<file path="src/design/lst_defines.svh">
// constants for the light sensor enable and timing core
// Behaviour
// - wait enable inserts wait between measurements
// - measure enable starts and stops measurement
// - power bit runs oscillator and both converters
// - integration down counter ends at zero
// - integration lasts setting plus one ticks
// - oscillator divided by eleven gives integration clock
// - one tick is 2048 integration clocks
// - wait down counter gives setting plus one ticks
// - wait extend stretches each wait tick twelvefold
// - cycles repeat while power and measure set
// - sleep at reset, idle when powered
// - wait extend is configuration zero bit two
`ifndef LST_DEFINES_SVH
`define LST_DEFINES_SVH

`define LST_ADDR_FUNC_EN 8'h80
`define LST_ADDR_INT_TIME 8'h81
`define LST_ADDR_WAIT_TIME 8'h83
`define LST_ADDR_CFG0 8'h8d

`define LST_RST_FUNC_EN 8'h00
`define LST_RST_INT_TIME 8'h00
`define LST_RST_WAIT_TIME 8'h00
`define LST_RST_CFG0 8'h80

`define LST_BIT_POWER_ON 0
`define LST_BIT_MEASURE_EN 1
`define LST_BIT_WAIT_EN 3
`define LST_BIT_WAIT_EXT 2

`define LST_REF_CLK_KHZ 250000
`define LST_OSC_KHZ 8000
`define LST_OSC_DIV 11
`define LST_INT_CLKS_PER_TICK 2048
`define LST_WAIT_EXT_FACTOR 12
`define LST_FS_PER_TICK 1024
`define LST_FS_SAT_TICKS 64

`endif

</file>
<file path="src/design/lst_pkg.sv">
// types shared by the light sensor timing core
package lst_pkg;

    typedef enum logic [3:0] {
        LST_SLEEP = 4'b0001,
        LST_IDLE = 4'b0010,
        LST_INTEG = 4'b0100,
        LST_WAIT = 4'b1000
    } lst_state_e;

    typedef struct packed {
        logic osc_on;
        logic adc_on;
        logic integrating;
        logic waiting;
        logic meas_done;
        logic [15:0] full_scale;
    } lst_status_s;

    typedef struct packed {
        logic wr;
        logic rd;
        logic [7:0] addr;
        logic [7:0] wdata;
    } lst_regreq_s;

endpackage

</file>
<file path="src/design/lst_tick_gen.sv">
// oscillator emulation and timer tick prescaler
`timescale 1ns/1ps
`include "lst_defines.svh"
module lst_tick_gen
    import lst_pkg::*;
#(
    parameter int unsigned TICK_INT_CLKS = `LST_INT_CLKS_PER_TICK
) (
    input wire logic ref_clk,
    input wire logic arst_n,
    input wire logic run,
    input wire logic restart,
    output logic tick
);
    localparam logic [8:0] OSC_STEP = 9'(`LST_OSC_KHZ / 1000);
    localparam logic [8:0] OSC_WRAP = 9'(`LST_REF_CLK_KHZ / 1000);
    localparam logic [3:0] DIV_LAST = 4'(`LST_OSC_DIV - 1);
    localparam int TW = $clog2(TICK_INT_CLKS + 1);
    localparam logic [TW-1:0] TICK_LAST = TW'(TICK_INT_CLKS - 1);

    // fractional accumulator: 250/8 is not whole, so the average rate is kept exact
    logic [8:0] acc;
    logic [3:0] div_cnt;
    logic [TW-1:0] tick_cnt;
    wire logic [8:0] acc_sum = acc + OSC_STEP;
    wire logic osc_en = run && (acc_sum >= OSC_WRAP);
    wire logic int_en = osc_en && (div_cnt == DIV_LAST);
    wire logic tick_hit = int_en && (tick_cnt == TICK_LAST);

    always_ff @(posedge ref_clk or negedge arst_n) begin
        if (!arst_n) begin
            acc <= 9'h000;
            div_cnt <= 4'h0;
            tick_cnt <= '0;
            tick <= 1'b0;
        end else if (!run || restart) begin
            acc <= 9'h000;
            div_cnt <= 4'h0;
            tick_cnt <= '0;
            tick <= 1'b0;
        end else begin
            acc <= osc_en ? acc_sum - OSC_WRAP : acc_sum;
            if (osc_en) begin
                div_cnt <= int_en ? 4'h0 : div_cnt + 4'h1;
            end
            if (int_en) begin
                tick_cnt <= tick_hit ? '0 : tick_cnt + TW'(1);
            end
            tick <= tick_hit;
        end
    end
endmodule

</file>
<file path="src/design/lst_core.sv">
// enable, integration and wait timing core of the light sensor
`timescale 1ns/1ps
`include "lst_defines.svh"
module lst_core
    import lst_pkg::*;
#(
    parameter int unsigned TICK_INT_CLKS = `LST_INT_CLKS_PER_TICK
) (
    input wire logic ref_clk,
    input wire logic arst_n,
    input wire lst_regreq_s reg_req,
    output logic [7:0] reg_rdata,
    output lst_status_s status,
    output lst_state_e state
);
    logic [7:0] function_enable;
    logic [7:0] integration_time;
    logic [7:0] wait_time;
    logic [7:0] cfg0;
    logic [7:0] timer;
    logic [3:0] ext_cnt;
    logic meas_done;
    logic [15:0] full_scale;
    logic tick;
    lst_state_e next_state;

    function automatic logic addr_hit(input logic [7:0] a, input logic [7:0] target);
        addr_hit = (a == target);
    endfunction

    // the state test is used only by the two phase decoders, which feed the timer and the status outputs
    function automatic logic is_state(input lst_state_e s, input lst_state_e want);
        is_state = (s == want);
    endfunction

    wire logic wr_en = reg_req.wr && addr_hit(reg_req.addr, `LST_ADDR_FUNC_EN);
    wire logic wr_it = reg_req.wr && addr_hit(reg_req.addr, `LST_ADDR_INT_TIME);
    wire logic wr_wt = reg_req.wr && addr_hit(reg_req.addr, `LST_ADDR_WAIT_TIME);
    wire logic wr_c0 = reg_req.wr && addr_hit(reg_req.addr, `LST_ADDR_CFG0);

    wire logic power_on_bit = function_enable[`LST_BIT_POWER_ON];
    wire logic light_measure_enable = function_enable[`LST_BIT_MEASURE_EN];
    wire logic wait_enable = function_enable[`LST_BIT_WAIT_EN];
    wire logic wait_extend_x12 = cfg0[`LST_BIT_WAIT_EXT];
    wire logic [7:0] integration_time_setting = integration_time;
    wire logic [7:0] wait_time_setting = wait_time;

    localparam logic [3:0] EXT_LAST = 4'(`LST_WAIT_EXT_FACTOR - 1);
    // a wait step completes every tick, or every twelfth tick when stretched
    wire logic wait_step = tick && (!wait_extend_x12 || ext_cnt == EXT_LAST);
    // phase decodes read by the timer, the end detectors and the status outputs
    wire logic in_integ = is_state(state, LST_INTEG);
    wire logic in_wait = is_state(state, LST_WAIT);
    wire logic timer_zero = (timer == 8'h00);
    wire logic integ_end = in_integ && tick && timer_zero;
    wire logic wait_end = in_wait && wait_step && timer_zero;
    wire logic running = power_on_bit && light_measure_enable;
    wire logic enter_integ = (next_state == LST_INTEG) && (state != LST_INTEG || integ_end);
    wire logic enter_wait = (next_state == LST_WAIT) && (state != LST_WAIT);

    // full scale = (setting + 1) * 1024 - 1, pinned at 16 bits from 64 ticks up
    wire logic [8:0] int_ticks = {1'b0, integration_time_setting} + 9'h001;
    wire logic [18:0] fs_raw = {int_ticks, 10'h000} - 19'h00001;
    wire logic [15:0] fs_calc = (int_ticks >= 9'(`LST_FS_SAT_TICKS)) ? 16'hffff
        : fs_raw[15:0];

    always_comb begin
        next_state = state;
        unique case (state)
            LST_SLEEP: begin
                if (power_on_bit) begin
                    next_state = LST_IDLE;
                end
            end
            LST_IDLE: begin
                if (!power_on_bit) begin
                    next_state = LST_SLEEP;
                end else if (light_measure_enable) begin
                    next_state = LST_INTEG;
                end
            end
            LST_INTEG: begin
                if (!power_on_bit) begin
                    next_state = LST_SLEEP;
                end else if (!light_measure_enable) begin
                    next_state = LST_IDLE;
                end else if (integ_end) begin
                    next_state = wait_enable ? LST_WAIT : LST_INTEG;
                end
            end
            LST_WAIT: begin
                if (!power_on_bit) begin
                    next_state = LST_SLEEP;
                end else if (!light_measure_enable) begin
                    next_state = LST_IDLE;
                end else if (wait_end) begin
                    next_state = LST_INTEG;
                end
            end
            default: begin
                next_state = LST_SLEEP;
            end
        endcase
    end

    // held cleared while powered down and restarted on each phase entry, so phases run whole ticks
    lst_tick_gen #(
        .TICK_INT_CLKS(TICK_INT_CLKS)
    ) u_tick (
        .ref_clk(ref_clk),
        .arst_n(arst_n),
        .run(power_on_bit),
        .restart(enter_integ || enter_wait),
        .tick(tick)
    );

    // the host is trusted to set power and measure together and to program
    // the timing first; a late timing write only takes effect at the next reload
    always_ff @(posedge ref_clk or negedge arst_n) begin
        if (!arst_n) begin
            function_enable <= `LST_RST_FUNC_EN;
        end else if (wr_en) begin
            function_enable <= reg_req.wdata;
        end
    end

    always_ff @(posedge ref_clk or negedge arst_n) begin
        if (!arst_n) begin
            integration_time <= `LST_RST_INT_TIME;
        end else if (wr_it) begin
            integration_time <= reg_req.wdata;
        end
    end

    always_ff @(posedge ref_clk or negedge arst_n) begin
        if (!arst_n) begin
            wait_time <= `LST_RST_WAIT_TIME;
        end else if (wr_wt) begin
            wait_time <= reg_req.wdata;
        end
    end

    // reserved bits are kept as written so a read returns what was stored
    always_ff @(posedge ref_clk or negedge arst_n) begin
        if (!arst_n) begin
            cfg0 <= `LST_RST_CFG0;
        end else if (wr_c0) begin
            cfg0 <= reg_req.wdata;
        end
    end

    // read data is registered and holds until the next read strobe
    always_ff @(posedge ref_clk or negedge arst_n) begin
        if (!arst_n) begin
            reg_rdata <= 8'h00;
        end else if (reg_req.rd) begin
            unique case (1'b1)
                addr_hit(reg_req.addr, `LST_ADDR_FUNC_EN): reg_rdata <= function_enable;
                addr_hit(reg_req.addr, `LST_ADDR_INT_TIME): reg_rdata <= integration_time;
                addr_hit(reg_req.addr, `LST_ADDR_WAIT_TIME): reg_rdata <= wait_time;
                addr_hit(reg_req.addr, `LST_ADDR_CFG0): reg_rdata <= cfg0;
                default: reg_rdata <= 8'h00;
            endcase
        end
    end

    always_ff @(posedge ref_clk or negedge arst_n) begin
        if (!arst_n) begin
            state <= LST_SLEEP;
        end else begin
            state <= next_state;
        end
    end

    // one down counter serves both phases since they never overlap
    wire logic timer_step = in_integ ? tick : (in_wait && wait_step);
    wire logic [7:0] next_timer = enter_integ ? integration_time_setting
        : enter_wait ? wait_time_setting
        : (timer_step && !timer_zero) ? timer - 8'h01
        : timer;
    // the stretch count clears on each phase entry and otherwise only moves on ticks inside a wait
    wire logic [3:0] next_ext_cnt = (enter_integ || enter_wait) ? 4'h0
        : (in_wait && wait_step) ? 4'h0
        : (in_wait && tick) ? ext_cnt + 4'h1
        : ext_cnt;

    always_ff @(posedge ref_clk or negedge arst_n) begin
        if (!arst_n) begin
            timer <= 8'h00;
            ext_cnt <= 4'h0;
        end else begin
            timer <= next_timer;
            ext_cnt <= next_ext_cnt;
        end
    end

    // no done pulse when the same clock stops the cycle
    always_ff @(posedge ref_clk or negedge arst_n) begin
        if (!arst_n) begin
            meas_done <= 1'b0;
        end else begin
            meas_done <= integ_end && running;
        end
    end

    always_ff @(posedge ref_clk or negedge arst_n) begin
        if (!arst_n) begin
            full_scale <= 16'h0000;
        end else begin
            full_scale <= fs_calc;
        end
    end

    always_comb begin
        status.osc_on = power_on_bit;
        status.adc_on = power_on_bit;
        status.integrating = in_integ;
        status.waiting = in_wait;
        status.meas_done = meas_done;
        status.full_scale = full_scale;
    end
endmodule

</file>
<file path="config.mk">
export PLATFORM = sky130hd
export DESIGN_NAME = lst_core
export DESIGN_NICKNAME = d
export VERILOG_FILES = /design/src/design/lst_pkg.sv /design/src/design/lst_tick_gen.sv /design/src/design/lst_core.sv
export VERILOG_INCLUDE_DIRS = /design/src /design/src/design
export SDC_FILE = /design/constraint.sdc
export NUM_CORES = 1
export LEC_CHECK = 0
export BUFFER_PORTS_ARGS = -buffer_cell sky130_fd_sc_hd__buf_2
export CAP_MARGIN = 20
export CORE_MARGIN = 1.5
export CORE_UTILIZATION = 53
export DETAILED_ROUTE_END_ITERATION = 6
export PLACE_DENSITY_LB_ADDON = 0.12
export SLEW_MARGIN = 20
export SYNTH_ARGS = -nofsm -noshare
export SYNTH_HDL_FRONTEND = slang
export SYNTH_SLANG_ARGS = --single-unit
</file>
<file path="constraint.sdc">
create_clock -name ref_clk -period 2.2 [get_ports ref_clk]
set_input_delay 0.33 -clock ref_clk [delete_from_list [all_inputs] [get_ports ref_clk]]
set_output_delay 0.33 -clock ref_clk [all_outputs]
set_load 0.05 [all_outputs]
</file>
# After elaboration in Yosys (flattened, before gate mapping)
# Cells that the tools add are included.
[classes]
add_sub_neg = 8
n_reduce_logical = 30
n_lt_le_gt_ge = 2
eq_ne = 15
n_mux = 29
[ops]
columns = ["cell", "count"]
rows = [
  ["4-bit 2-to-1 mux", 16],
  ["12-bit 2-to-1 mux", 3],
  ["8-bit equality test, second input constant", 4],
  ["8-bit one-hot mux with 4 select lines", 1],
  ["8-bit 2-to-1 mux", 3],
  ["1-bit logical AND", 18],
  ["9-bit 2-to-1 mux", 2],
  ["4-bit equality test, second input constant", 4],
  ["16-bit 2-to-1 mux", 1],
  ["4-bit one-hot mux with 4 select lines", 1],
  ["16-bit by 1-bit subtractor with 16-bit output, second input constant", 1],
  ["12-bit by 1-bit adder with 12-bit output, second input constant", 1],
  ["12-bit by 11-bit equality test with 1-bit output, second input constant", 1],
  ["8-bit by 1-bit adder with 9-bit output, second input constant", 1],
  ["9-bit by 4-bit adder with 9-bit output, second input constant", 1],
  ["9-bit by 7-bit greater-or-equal comparator with 1-bit output, second input constant", 1],
  ["9-bit by 8-bit greater-or-equal comparator with 1-bit output, second input constant", 1],
  ["9-bit by 8-bit subtractor with 9-bit output, second input constant", 1],
  ["4-bit by 1-bit adder with 4-bit output, second input constant", 2],
  ["4-bit by 3-bit equality test with 1-bit output, second input constant", 2],
  ["8-bit zero test", 1],
  ["8-bit by 1-bit subtractor with 8-bit output, second input constant", 1],
  ["3-bit nonzero test", 2],
  ["4-bit by 1-bit equality test with 1-bit output, second input constant", 1],
  ["other kinds (7)", 14],
]
[word_totals]
inputBits = 20
wordCells = 98
regBits = 99

# Longest topological paths before layout
# Gate-level depths: netlist of the first run.
[logic_depth]
word_depth = 14
ltp_mapped = 9

# By module
# Synthesis of the first run repeated with hierarchy kept, for this count alone.
[hier_totals]
hier_cells = 521
hier_area_um2 = 5215.0
[by_module_without_submodules]
columns = ["mod", "seq_area_each_um2", "area_each_um2", "n_inst", "cells_each"]
rows = [
  ["lst_core", 1604.0, 3518.4, 1, 325],
  ["lst_tick_gen", 625.6, 1696.6, 1, 196],
]

# Worst setup path after synthesis of the first run
# OpenSTA, ideal clock, no wires.
[synth_path]
path_type = "reg2reg"
startpoint = "register state[1]"
endpoint = "register timer[7]"
t_arrival_ps = 2237
slack_ps = -119
stages_incl_launch_ff = 8
t_required_ps = 2118
path_cell_list = "dfrtp_1 buf_2 or3b_1 a311oi_1 buf_2 nand4_1 o2bb2a_1 a31oi_1"
[synth_between]
elab_chain_cells = 11
elab_cells_between_ends = 30
cone_classes = "eq/ne (8); mux (13); reduce/logical (9)"
[synth_rtl]
columns = ["item", "line", "rtl"]
rows = [
  ["start: declaration", "lst_core.sv:14", "output lst_state_e state"],
  ["start signal: assignment", "lst_core.sv:171", "state <= next_state;"],
  ["4-bit equality test or 4-bit by 3-bit equality test with 1-bit output (tied branches)", "lst_core.sv:33, lst_core.sv:69", ""],
  ["1-bit logical AND, on equally long branches", "lst_core.sv:56, lst_core.sv:176, lst_core.sv:55", ""],
  ["1-bit logical AND, on equally long branches", "lst_core.sv:56, lst_core.sv:55", ""],
  ["4-bit 2-to-1 mux, on equally long branches", "lst_core.sv:96, lst_core.sv:87", ""],
  ["4-bit 2-to-1 mux, on equally long branches", "lst_core.sv:94, lst_core.sv:85", ""],
  ["4-bit 2-to-1 mux, on equally long branches", "lst_core.sv:92, lst_core.sv:83", ""],
  ["4-bit one-hot mux with 4 select lines", "lst_core.sv:69", "unique case (state)"],
  ["4-bit equality test", "lst_core.sv:59", "wire logic enter_wait = (next_state == LST_WAIT) && (state != LST_WAIT);"],
  ["1-bit logical AND", "lst_core.sv:59", ""],
  ["8-bit 2-to-1 mux", "lst_core.sv:178", ": enter_wait ? wait_time_setting"],
  ["8-bit 2-to-1 mux", "lst_core.sv:177", "wire logic [7:0] next_timer = enter_integ ? integration_time_setting"],
  ["end signal: assignment", "lst_core.sv:192", "timer <= next_timer;"],
  ["end: declaration", "lst_core.sv:20", "logic [7:0] timer;"],
]
# Parallel ways exist; a longest one is shown, timed or not.
# A chain may end at the register's enable or synchronous reset.

# Worst setup path in the final report of the first run
[layout_path]
startpoint = "register u_tick.acc[3]"
endpoint = "register u_tick.tick_cnt[4]"
[layout_between]
elab_chain_cells = 8
elab_cells_between_ends = 9
cone_classes = "add/sub (1); order compare (1); mux (3); reduce/logical (4)"
[layout_rtl]
columns = ["item", "line", "rtl"]
rows = [
  ["start: declaration", "lst_tick_gen.sv:22", "logic [8:0] acc;"],
  ["start signal: assignment", "lst_tick_gen.sv:42", "acc <= osc_en ? acc_sum - OSC_WRAP : acc_sum;"],
  ["9-bit by 4-bit adder with 9-bit output *", "lst_tick_gen.sv:25", "wire logic [8:0] acc_sum = acc + OSC_STEP;"],
  ["9-bit by 8-bit greater-or-equal comparator with 1-bit output *", "lst_tick_gen.sv:26", "wire logic osc_en = run && (acc_sum >= OSC_WRAP);"],
  ["1-bit logical AND *", "lst_tick_gen.sv:26", ""],
  ["1-bit logical AND *", "lst_tick_gen.sv:27", "wire logic int_en = osc_en && (div_cnt == DIV_LAST);"],
  ["1-bit logical AND", "lst_tick_gen.sv:28", "wire logic tick_hit = int_en && (tick_cnt == TICK_LAST);"],
  ["12-bit 2-to-1 mux", "lst_tick_gen.sv:47", "tick_cnt <= tick_hit ? '0 : tick_cnt + TW'(1);"],
  ["12-bit 2-to-1 mux", "lst_tick_gen.sv:46", "if (int_en) begin"],
  ["12-bit 2-to-1 mux", "lst_tick_gen.sv:36", "end else if (!run || restart) begin"],
  ["end signal: assignment", "lst_tick_gen.sv:47", ""],
  ["end: declaration", "lst_tick_gen.sv:24", "logic [TW-1:0] tick_cnt;"],
]
# Every way passes the cells marked *; elsewhere a longest branch is shown, timed or not. The select of a mux whose other input is x is not followed.

==> results of run 1 <==
## cells in the mapped netlist, types with 12 or more instances
master / instances
mux2_2: 33
buf_4: 14
a22oi_1: 17
dfrtp_1: 87
nand2_1: 35
or3_1: 12
inv_1: 23
nor2_1: 26
clkbuf_1: 12
o21ai_0: 34
nand3_1: 19
nor3_1: 17
a21oi_1: 23
## layer usage
metal  up-vias  track usage, %  share of wire [%]
met1      2111            35.7                 46
met5         -               0                  0
met3        16            2.65                5.6
li1       2019               -                  -
met2       117            40.0                 47
met4         0            7.58                1.4
## worst max-delay path, stage by stage (launching register included)
cell and delay (ns):
dfrtp_1 0.40, inv_2 0.07, ha_4 0.20, nor4b_2 0.21
o21ai_1 0.15, o311a_4 0.37, or4_4 0.53, a21oi_2 0.15
## stage by stage
| stage | TNS (ns) | utilization, % |
|---|---|---|
| floorplan | -0.297 | - |
| global placement | -0.00562 | 61.0 |
| detailed placement | -0.151 | 61.0 |
| CTS | 0 | 63.7 |
| global route | -0.453 | 65.3 |
| finish | 0 | 65.3 |
## what timing repair did
action	CTS	global route
cloned	1	1
buffers inserted	1	5
hold buffers	1	0
setup endpoints to repair	11	31
pin swaps	2	12
resized for setup	5	22
endpoints found under the hold margin	13	0
## sequential cells by signal, indices dropped and copies added (netlist names), 8 cells and up
name,cells
u_tick.tick_cnt,12
integration_time,8
timer,8
reg_rdata,8
u_tick.acc,8
wait_time,8
cfg0,8
function_enable,8
## kinds of logic after synthesis
logic type / Yosys count / share of synthesized area [%]
compound gates: 127 / 17.1
xor+xnor: 10 / 1.75
fa+ha+maj: 9 / 2.25
buf+inv: 61 / 6.13
flops: 89 / 44.6
mux: 36 / 8.06
other cells: 1 / 0.0750
simple gates: 170 / 20.0
## cell type report
cell class	instances	area, sq um
fillers	743	3190
multi-input cells	353	2580
flip-flops and latches	89	2230
repair buffers	111	763
well taps	111	139
clock buffers	9	124
inverters	23	86.3
clock inverters	7	78.8
diodes	1	2.50
## power by group
part | internal [W] | switching (W) | leakage, nW | total (W)
clock | 0.000458 | 0.000696 | 0.104 | 0.00115
sequential | 0.00169 | 0.0000466 | 1.22 | 0.00174
combinational | 0.000232 | 0.000365 | 1.29 | 0.000597
## final timing paths
check                                    from            endpoint  slack, ns  cells after the start
min in group asynchronous              arst_n           meas_done       0.50                      2
max                             u_tick.acc[3]  u_tick.tick_cnt[4]       0.05                      7
min                                reg_req[6]             cfg0[6]       0.23                      2
max reg2reg                     u_tick.acc[3]  u_tick.tick_cnt[4]       0.05                      7
max in group asynchronous              arst_n            timer[3]       1.07                      3
min reg2reg                function_enable[4]  function_enable[4]       0.52                      1
## cells in the final DEF, fill, tap and decap left out, drive strengths merged, types with 6 or more instances in the layout
master,n
buf,109
dfrtp,87
nand2,39
o21ai,36
mux2,34
inv,28
nor2,27
a21oi,23
nand3,20
nor3,18
a22oi,17
or3,12
clkbuf,10
ha,9
a31oi,8
a21o,8
xnor2,7
nor4,7
nand4,6
==> impl_results.md, run 1 <==
* DP HPWL at around 8300 um
* Final setup fails at 0
* Core Area at between 9000 and 10000 sq um
* Fraction of registers with async set/reset at 100%
* Post-synthesis area per instance at 9.94 sq um
* Die X-Extent at ~100 um
* Final ANT Viol Nets at 0
* Via count at about 4300
* H-tree depth at 3
* P_leak at between 2 and 3 nW
* Relative slew slack at 57.5%
* Top cells by area, synth: dfrtp_1 44%, mux2_2 7.4%, o21ai_0 3.4%
* Primary FF master, synth: dfrtp_1
* First-pass GRT wire length at around 20000 um
* Final Hold Viols at 0
* Tmin final at 2.15 ns
* Worst Setup End Kind: flop
* Place WS at -0.0527 ns
* # IOs at 53
* Number of enable flip-flop cells after synthesis at 0
* Synth top area share at a little over two fifths
* RSZ-0062 raised after global routing: yes
* Gate Count Post-Synth at approximately 500
* Final #Nets at about 620
* Max Fclk at 466 MHz
* CP Data Arrival Time at about 2.4 ns
* Slew @ Worst Pin at approximately 0.64 ns
* Synth area leader: dfrtp_1
* Max-Cap Viols at 0
* Syn nets at roughly 530
* Gr usage total at 24.9%
* Final Cell Area at approximately 6000 sq um
* Crit Path Category: flop to flop
* Inst Count DP at 678
* Routed wire length at approximately 12000 um
* Port buffer count at 52
* VDD IR-drop max at 359 uV
* Clk slew on worst S/H paths at between 0.1 and 0.15 ns
* Flops & latches, synth at a little under 90
* Initial DRT Pass Iterations at 6
* Total grt overflow at 0
* Final Non-Filler Cells at 704
* TritonCTS clock tree: done
* Final Power at ~0.0035 W
* Hold slack at 0.231 ns
* CP max FO at 8
* Root Buffer: clkbuf_8
* Critical path required time at between 2 and 3 ns
* Starting Density at between 50% and 60%
* Num CTS Buffers at 9
* Outcome: finished clean
* Clk_lat worst skew at between 0.3 and 0.4 ns
* DR iter-0 viols at 149
* GP Congestion at approximately 0.86
* Worst hold path type: input port to flop
* Synthesized cell area at between 4000 and 5000 sq um
* PD cells at between 500 and 600 nW/um^2
* Pin count of the biggest net entering global routing at 49
* Setup ws final at between 0.05 and 0.06 ns
* Die Ht at between 100 and 150 um
* # rows at 35
* Number of global-route vias before repair at ~4000
* Crit path launch type: flop
* Sequential element share of the synthesized area at around 45%
* Yosys warnings at 0
* Tcrit/Tclk final at a little over nine tenths
* Max-slew violation count at 0
* Synth-to-Final Area Change at 20.2%
* Setup Skew at roughly 0.017 ns
* Die area at around 10000 sq um
* Clk buf depth at 2
* Layout cells sized above 1 at roughly a third
* Initial antenna violation count at 1
* Vias per inst at roughly 6.1
* Dpl cell area at approximately 5600 sq um
* Netlist cell types at 71
* Wire per inst at roughly 17 um
* Drt drc at 0
* CTS sink count at 89
Power figures use the tool's default switching activity.
==> run 2: changes to the inputs <==
Settings changed: CTS_BUF_LIST from default to sky130_fd_sc_hd__clkbuf_16.
==> run 2 against run 1 <==
Compared with the run above: maximum frequency hardly changed; the run now ends with hold timing left; global-route usage rose by 0.23 points; hold slack worse by 0.23 ns; total power increased by 12%.
==> impl_results.md, run 2 (synthesis results as in run 1) <==
* Top reg by flops: u_tick.tick_cnt (unchanged)
* PD cells at 642 nW/um^2 (was 581 nW/um^2)
* Relative slew slack at 57.4% (was 57.5%)
* Drt drc at 0 (unchanged)
* Total grt overflow at 0 (unchanged)
* Met2 usage at 40.0% (unchanged)
* CTS sink count at 89 (unchanged)
* Num CTS Buffers at 9 (unchanged)
* Final Hold Viols at 1 (was 0)
* Final ANT Viol Nets at 0 (unchanged)
* Final Util at 66.0% (was 65.3%)
* Initial antenna violation count at 1 (unchanged)
* Final Power at 0.00389 W (was 0.00349 W)
* Crit Path Category: flop to flop (unchanged)
* Routed wire length at 12100 um (about the same)
* Final #Nets at 613 (was 616)
* Met1 usage at 36.2% (was 35.7%)
* Max Fclk at 466 MHz (about the same)
* CP Data Arrival Time at 2.41 ns (was 2.44 ns)
* Worst Setup End Kind: flop (unchanged)
* Most frequent cells in the layout: 84 x dfrtp_1, 53 x buf_2, 49 x buf_4 (was 84 x dfrtp_1, 52 x buf_2, 51 x buf_4)
* Worst r2r src: u_tick.acc[3] (unchanged)
* Root Buffer: clkbuf_16 (was clkbuf_8)
* Wire per inst at 17.3 um (was 17.1 um)
* Core Area at 9200 sq um (unchanged)
* Die Ht at 100 um (unchanged)
* Clk slew on worst S/H paths at 0.08 ns (was 0.11 ns)
* # IOs at 53 (unchanged)
* Die area at 10000 sq um (unchanged)
* VDD IR-drop max at 400 uV (was 359 uV)
* Number of antenna cells inserted at 0 (was 1)
* Failing checks: hold timing
* Vias per inst at 6.09 (was 6.06)
* Port buffer count at 52 (unchanged)
* Global-route met3 utilization at 2.92% (was 2.65%)
* Gr usage total at 25.1% (was 24.9%)
* H-tree depth at 3 (unchanged)
* Max-slew violation count at 0 (unchanged)
* R2r setup slk at 0.05 ns (about the same)
* Layout cells sized above 1 at 32.9% (was 33.8%)
* Outcome: finished, violations left (was finished clean)
* Final Non-Filler Cells at 700 (was 704)
* TritonCTS clock tree: done (unchanged)
* Clk_lat worst skew at 0.34 ns (was 0.37 ns)
* Place WS at -0.0527 ns (unchanged)
* Worst hold path type: input port to asynchronous set/reset pin (was input port to flop)
* Slew @ Worst Pin at 0.640 ns (was 0.637 ns)
* Setup Skew at 0.00911 ns (was 0.0173 ns)
* R2R Path End: u_tick.div_cnt[3] (was u_tick.tick_cnt[4])
* GR peak layer: met2 (unchanged)
* Tmin final at 2.15 ns (about the same)
* Number of global-route vias before repair at 4071 (was 4040)
* Via count at 4262 (was 4263)
* Starting Density at 54.4% (unchanged)
* # fillers at 729 (was 743)
* Final setup fails at 0 (unchanged)
* P_leak at 2.65 nW (was 2.61 nW)
* Crit path launch type: flop (unchanged)
* Tcrit/Tclk final at 97.5% (was 97.6%)
* DR iter-0 viols at 163 (was 149)
* Critical path required time at 2.46 ns (was 2.50 ns)
* GP Congestion at 0.859 (unchanged)
* Sum Neg Setup Slack at 0 ns (unchanged)
* Pin count of the biggest net entering global routing at 49 (unchanged)
* First-pass GRT wire length at 19900 um (about the same)
* Synth-to-Final Area Change at 21.4% (was 20.2%)
* # rows at 35 (unchanged)
* Hold slack at -0.000250 ns (was 0.231 ns)
* Max reg flops at 12 (unchanged)
* Initial DRT Pass Iterations at 5 (was 6)
* CP max FO at 8 (unchanged)
* Max-Cap Viols at 0 (unchanged)
* Clk buf depth at 2 (unchanged)
* Worst Setup SP: u_tick.acc[3] (unchanged)
* RSZ-0062 raised after global routing: yes (unchanged)
* Die X-Extent at 100 um (unchanged)
* Register-to-Register Path Depth at 8 (was 7)
* Commonest non-fill, non-tap cell in the layout: dfrtp_1 (unchanged)
* Inst Count DP at 678 (unchanged)
* DP HPWL at 8330 um (unchanged)
* End point of the critical path: u_tick.div_cnt[3] (was u_tick.tick_cnt[4])
* Setup ws final at 0.0541 ns (was 0.0537 ns)
## run 2: cell types whose count changed in the layout (fill, tap and decap cells not counted), sizes merged
cell | before | now
clkbuf | 10 | 9
diode | 1 | 0
dlygate4sd3 | 1 | 0
buf | 109 | 108
## run 2: routing by layer
metal | part of all wire, % | vias up
li1 | - | 2010
met1 | 46 | 2118
met2 | 48 | 119
met3 | 4.7 | 15
met4 | 1.3 | 0
met5 | 0 | -
## run 2: power breakdown
group	switching [W]	internal, W
sequential	0.0000456	0.00169
combinational	0.000368	0.000232
clock	0.000742	0.000815
## run 2: critical path, stage by stage, from the launching register on
cell,delay (ns)
dfrtp_1,0.39
inv_2,0.07
ha_4,0.20
nor4b_2,0.21
o21ai_1,0.15
o311a_4,0.37
buf_4,0.17
or3_4,0.37
a21oi_2,0.14
## run 2: how the worst min path moves through the flow
stage | start | to | slack (ns) | cells past startpoint
after floorplan | arst_n | cfg0[0] | 0.03 | 0
after global placement | arst_n | meas_done | 0.39 | 1
after detailed placement | arst_n | meas_done | 0.39 | 1
after CTS | arst_n | meas_done | 0.02 | 1
after global routing | arst_n | meas_done | 0.04 | 1
final | arst_n | meas_done | -0.0002 | 1
## run 2: what timing repair did
action / CTS / global route
setup buffers: 1 / 3
hold buffers: 0 / 0
endpoints found under the setup margin: 8 / 28
gates cloned: 1 / 1
pin swaps: 2 / 12
gates resized for setup: 5 / 17
## run 2: final cells by class
cell class                 instances  area, sq um  share of cell area [%]
multi-input combinational        353         2570                    42.4
sequential                        89         2230                    36.8
timing repair buffer             108          736                    12.1
clock buffer                       9          225                    3.71
tap                              111          139                    2.29
inverter                          23         86.3                    1.42
clock inverter                     7         78.8                    1.30
## run 2: through the flow
stage,area (sq um),hold WS [ns]
after detailed placement,5610,0.388
after global routing,6070,0.0446
final,6070,-0.000250
after floorplan,5010,0.0344
after global placement,5610,0.392
after CTS,5950,0.0229
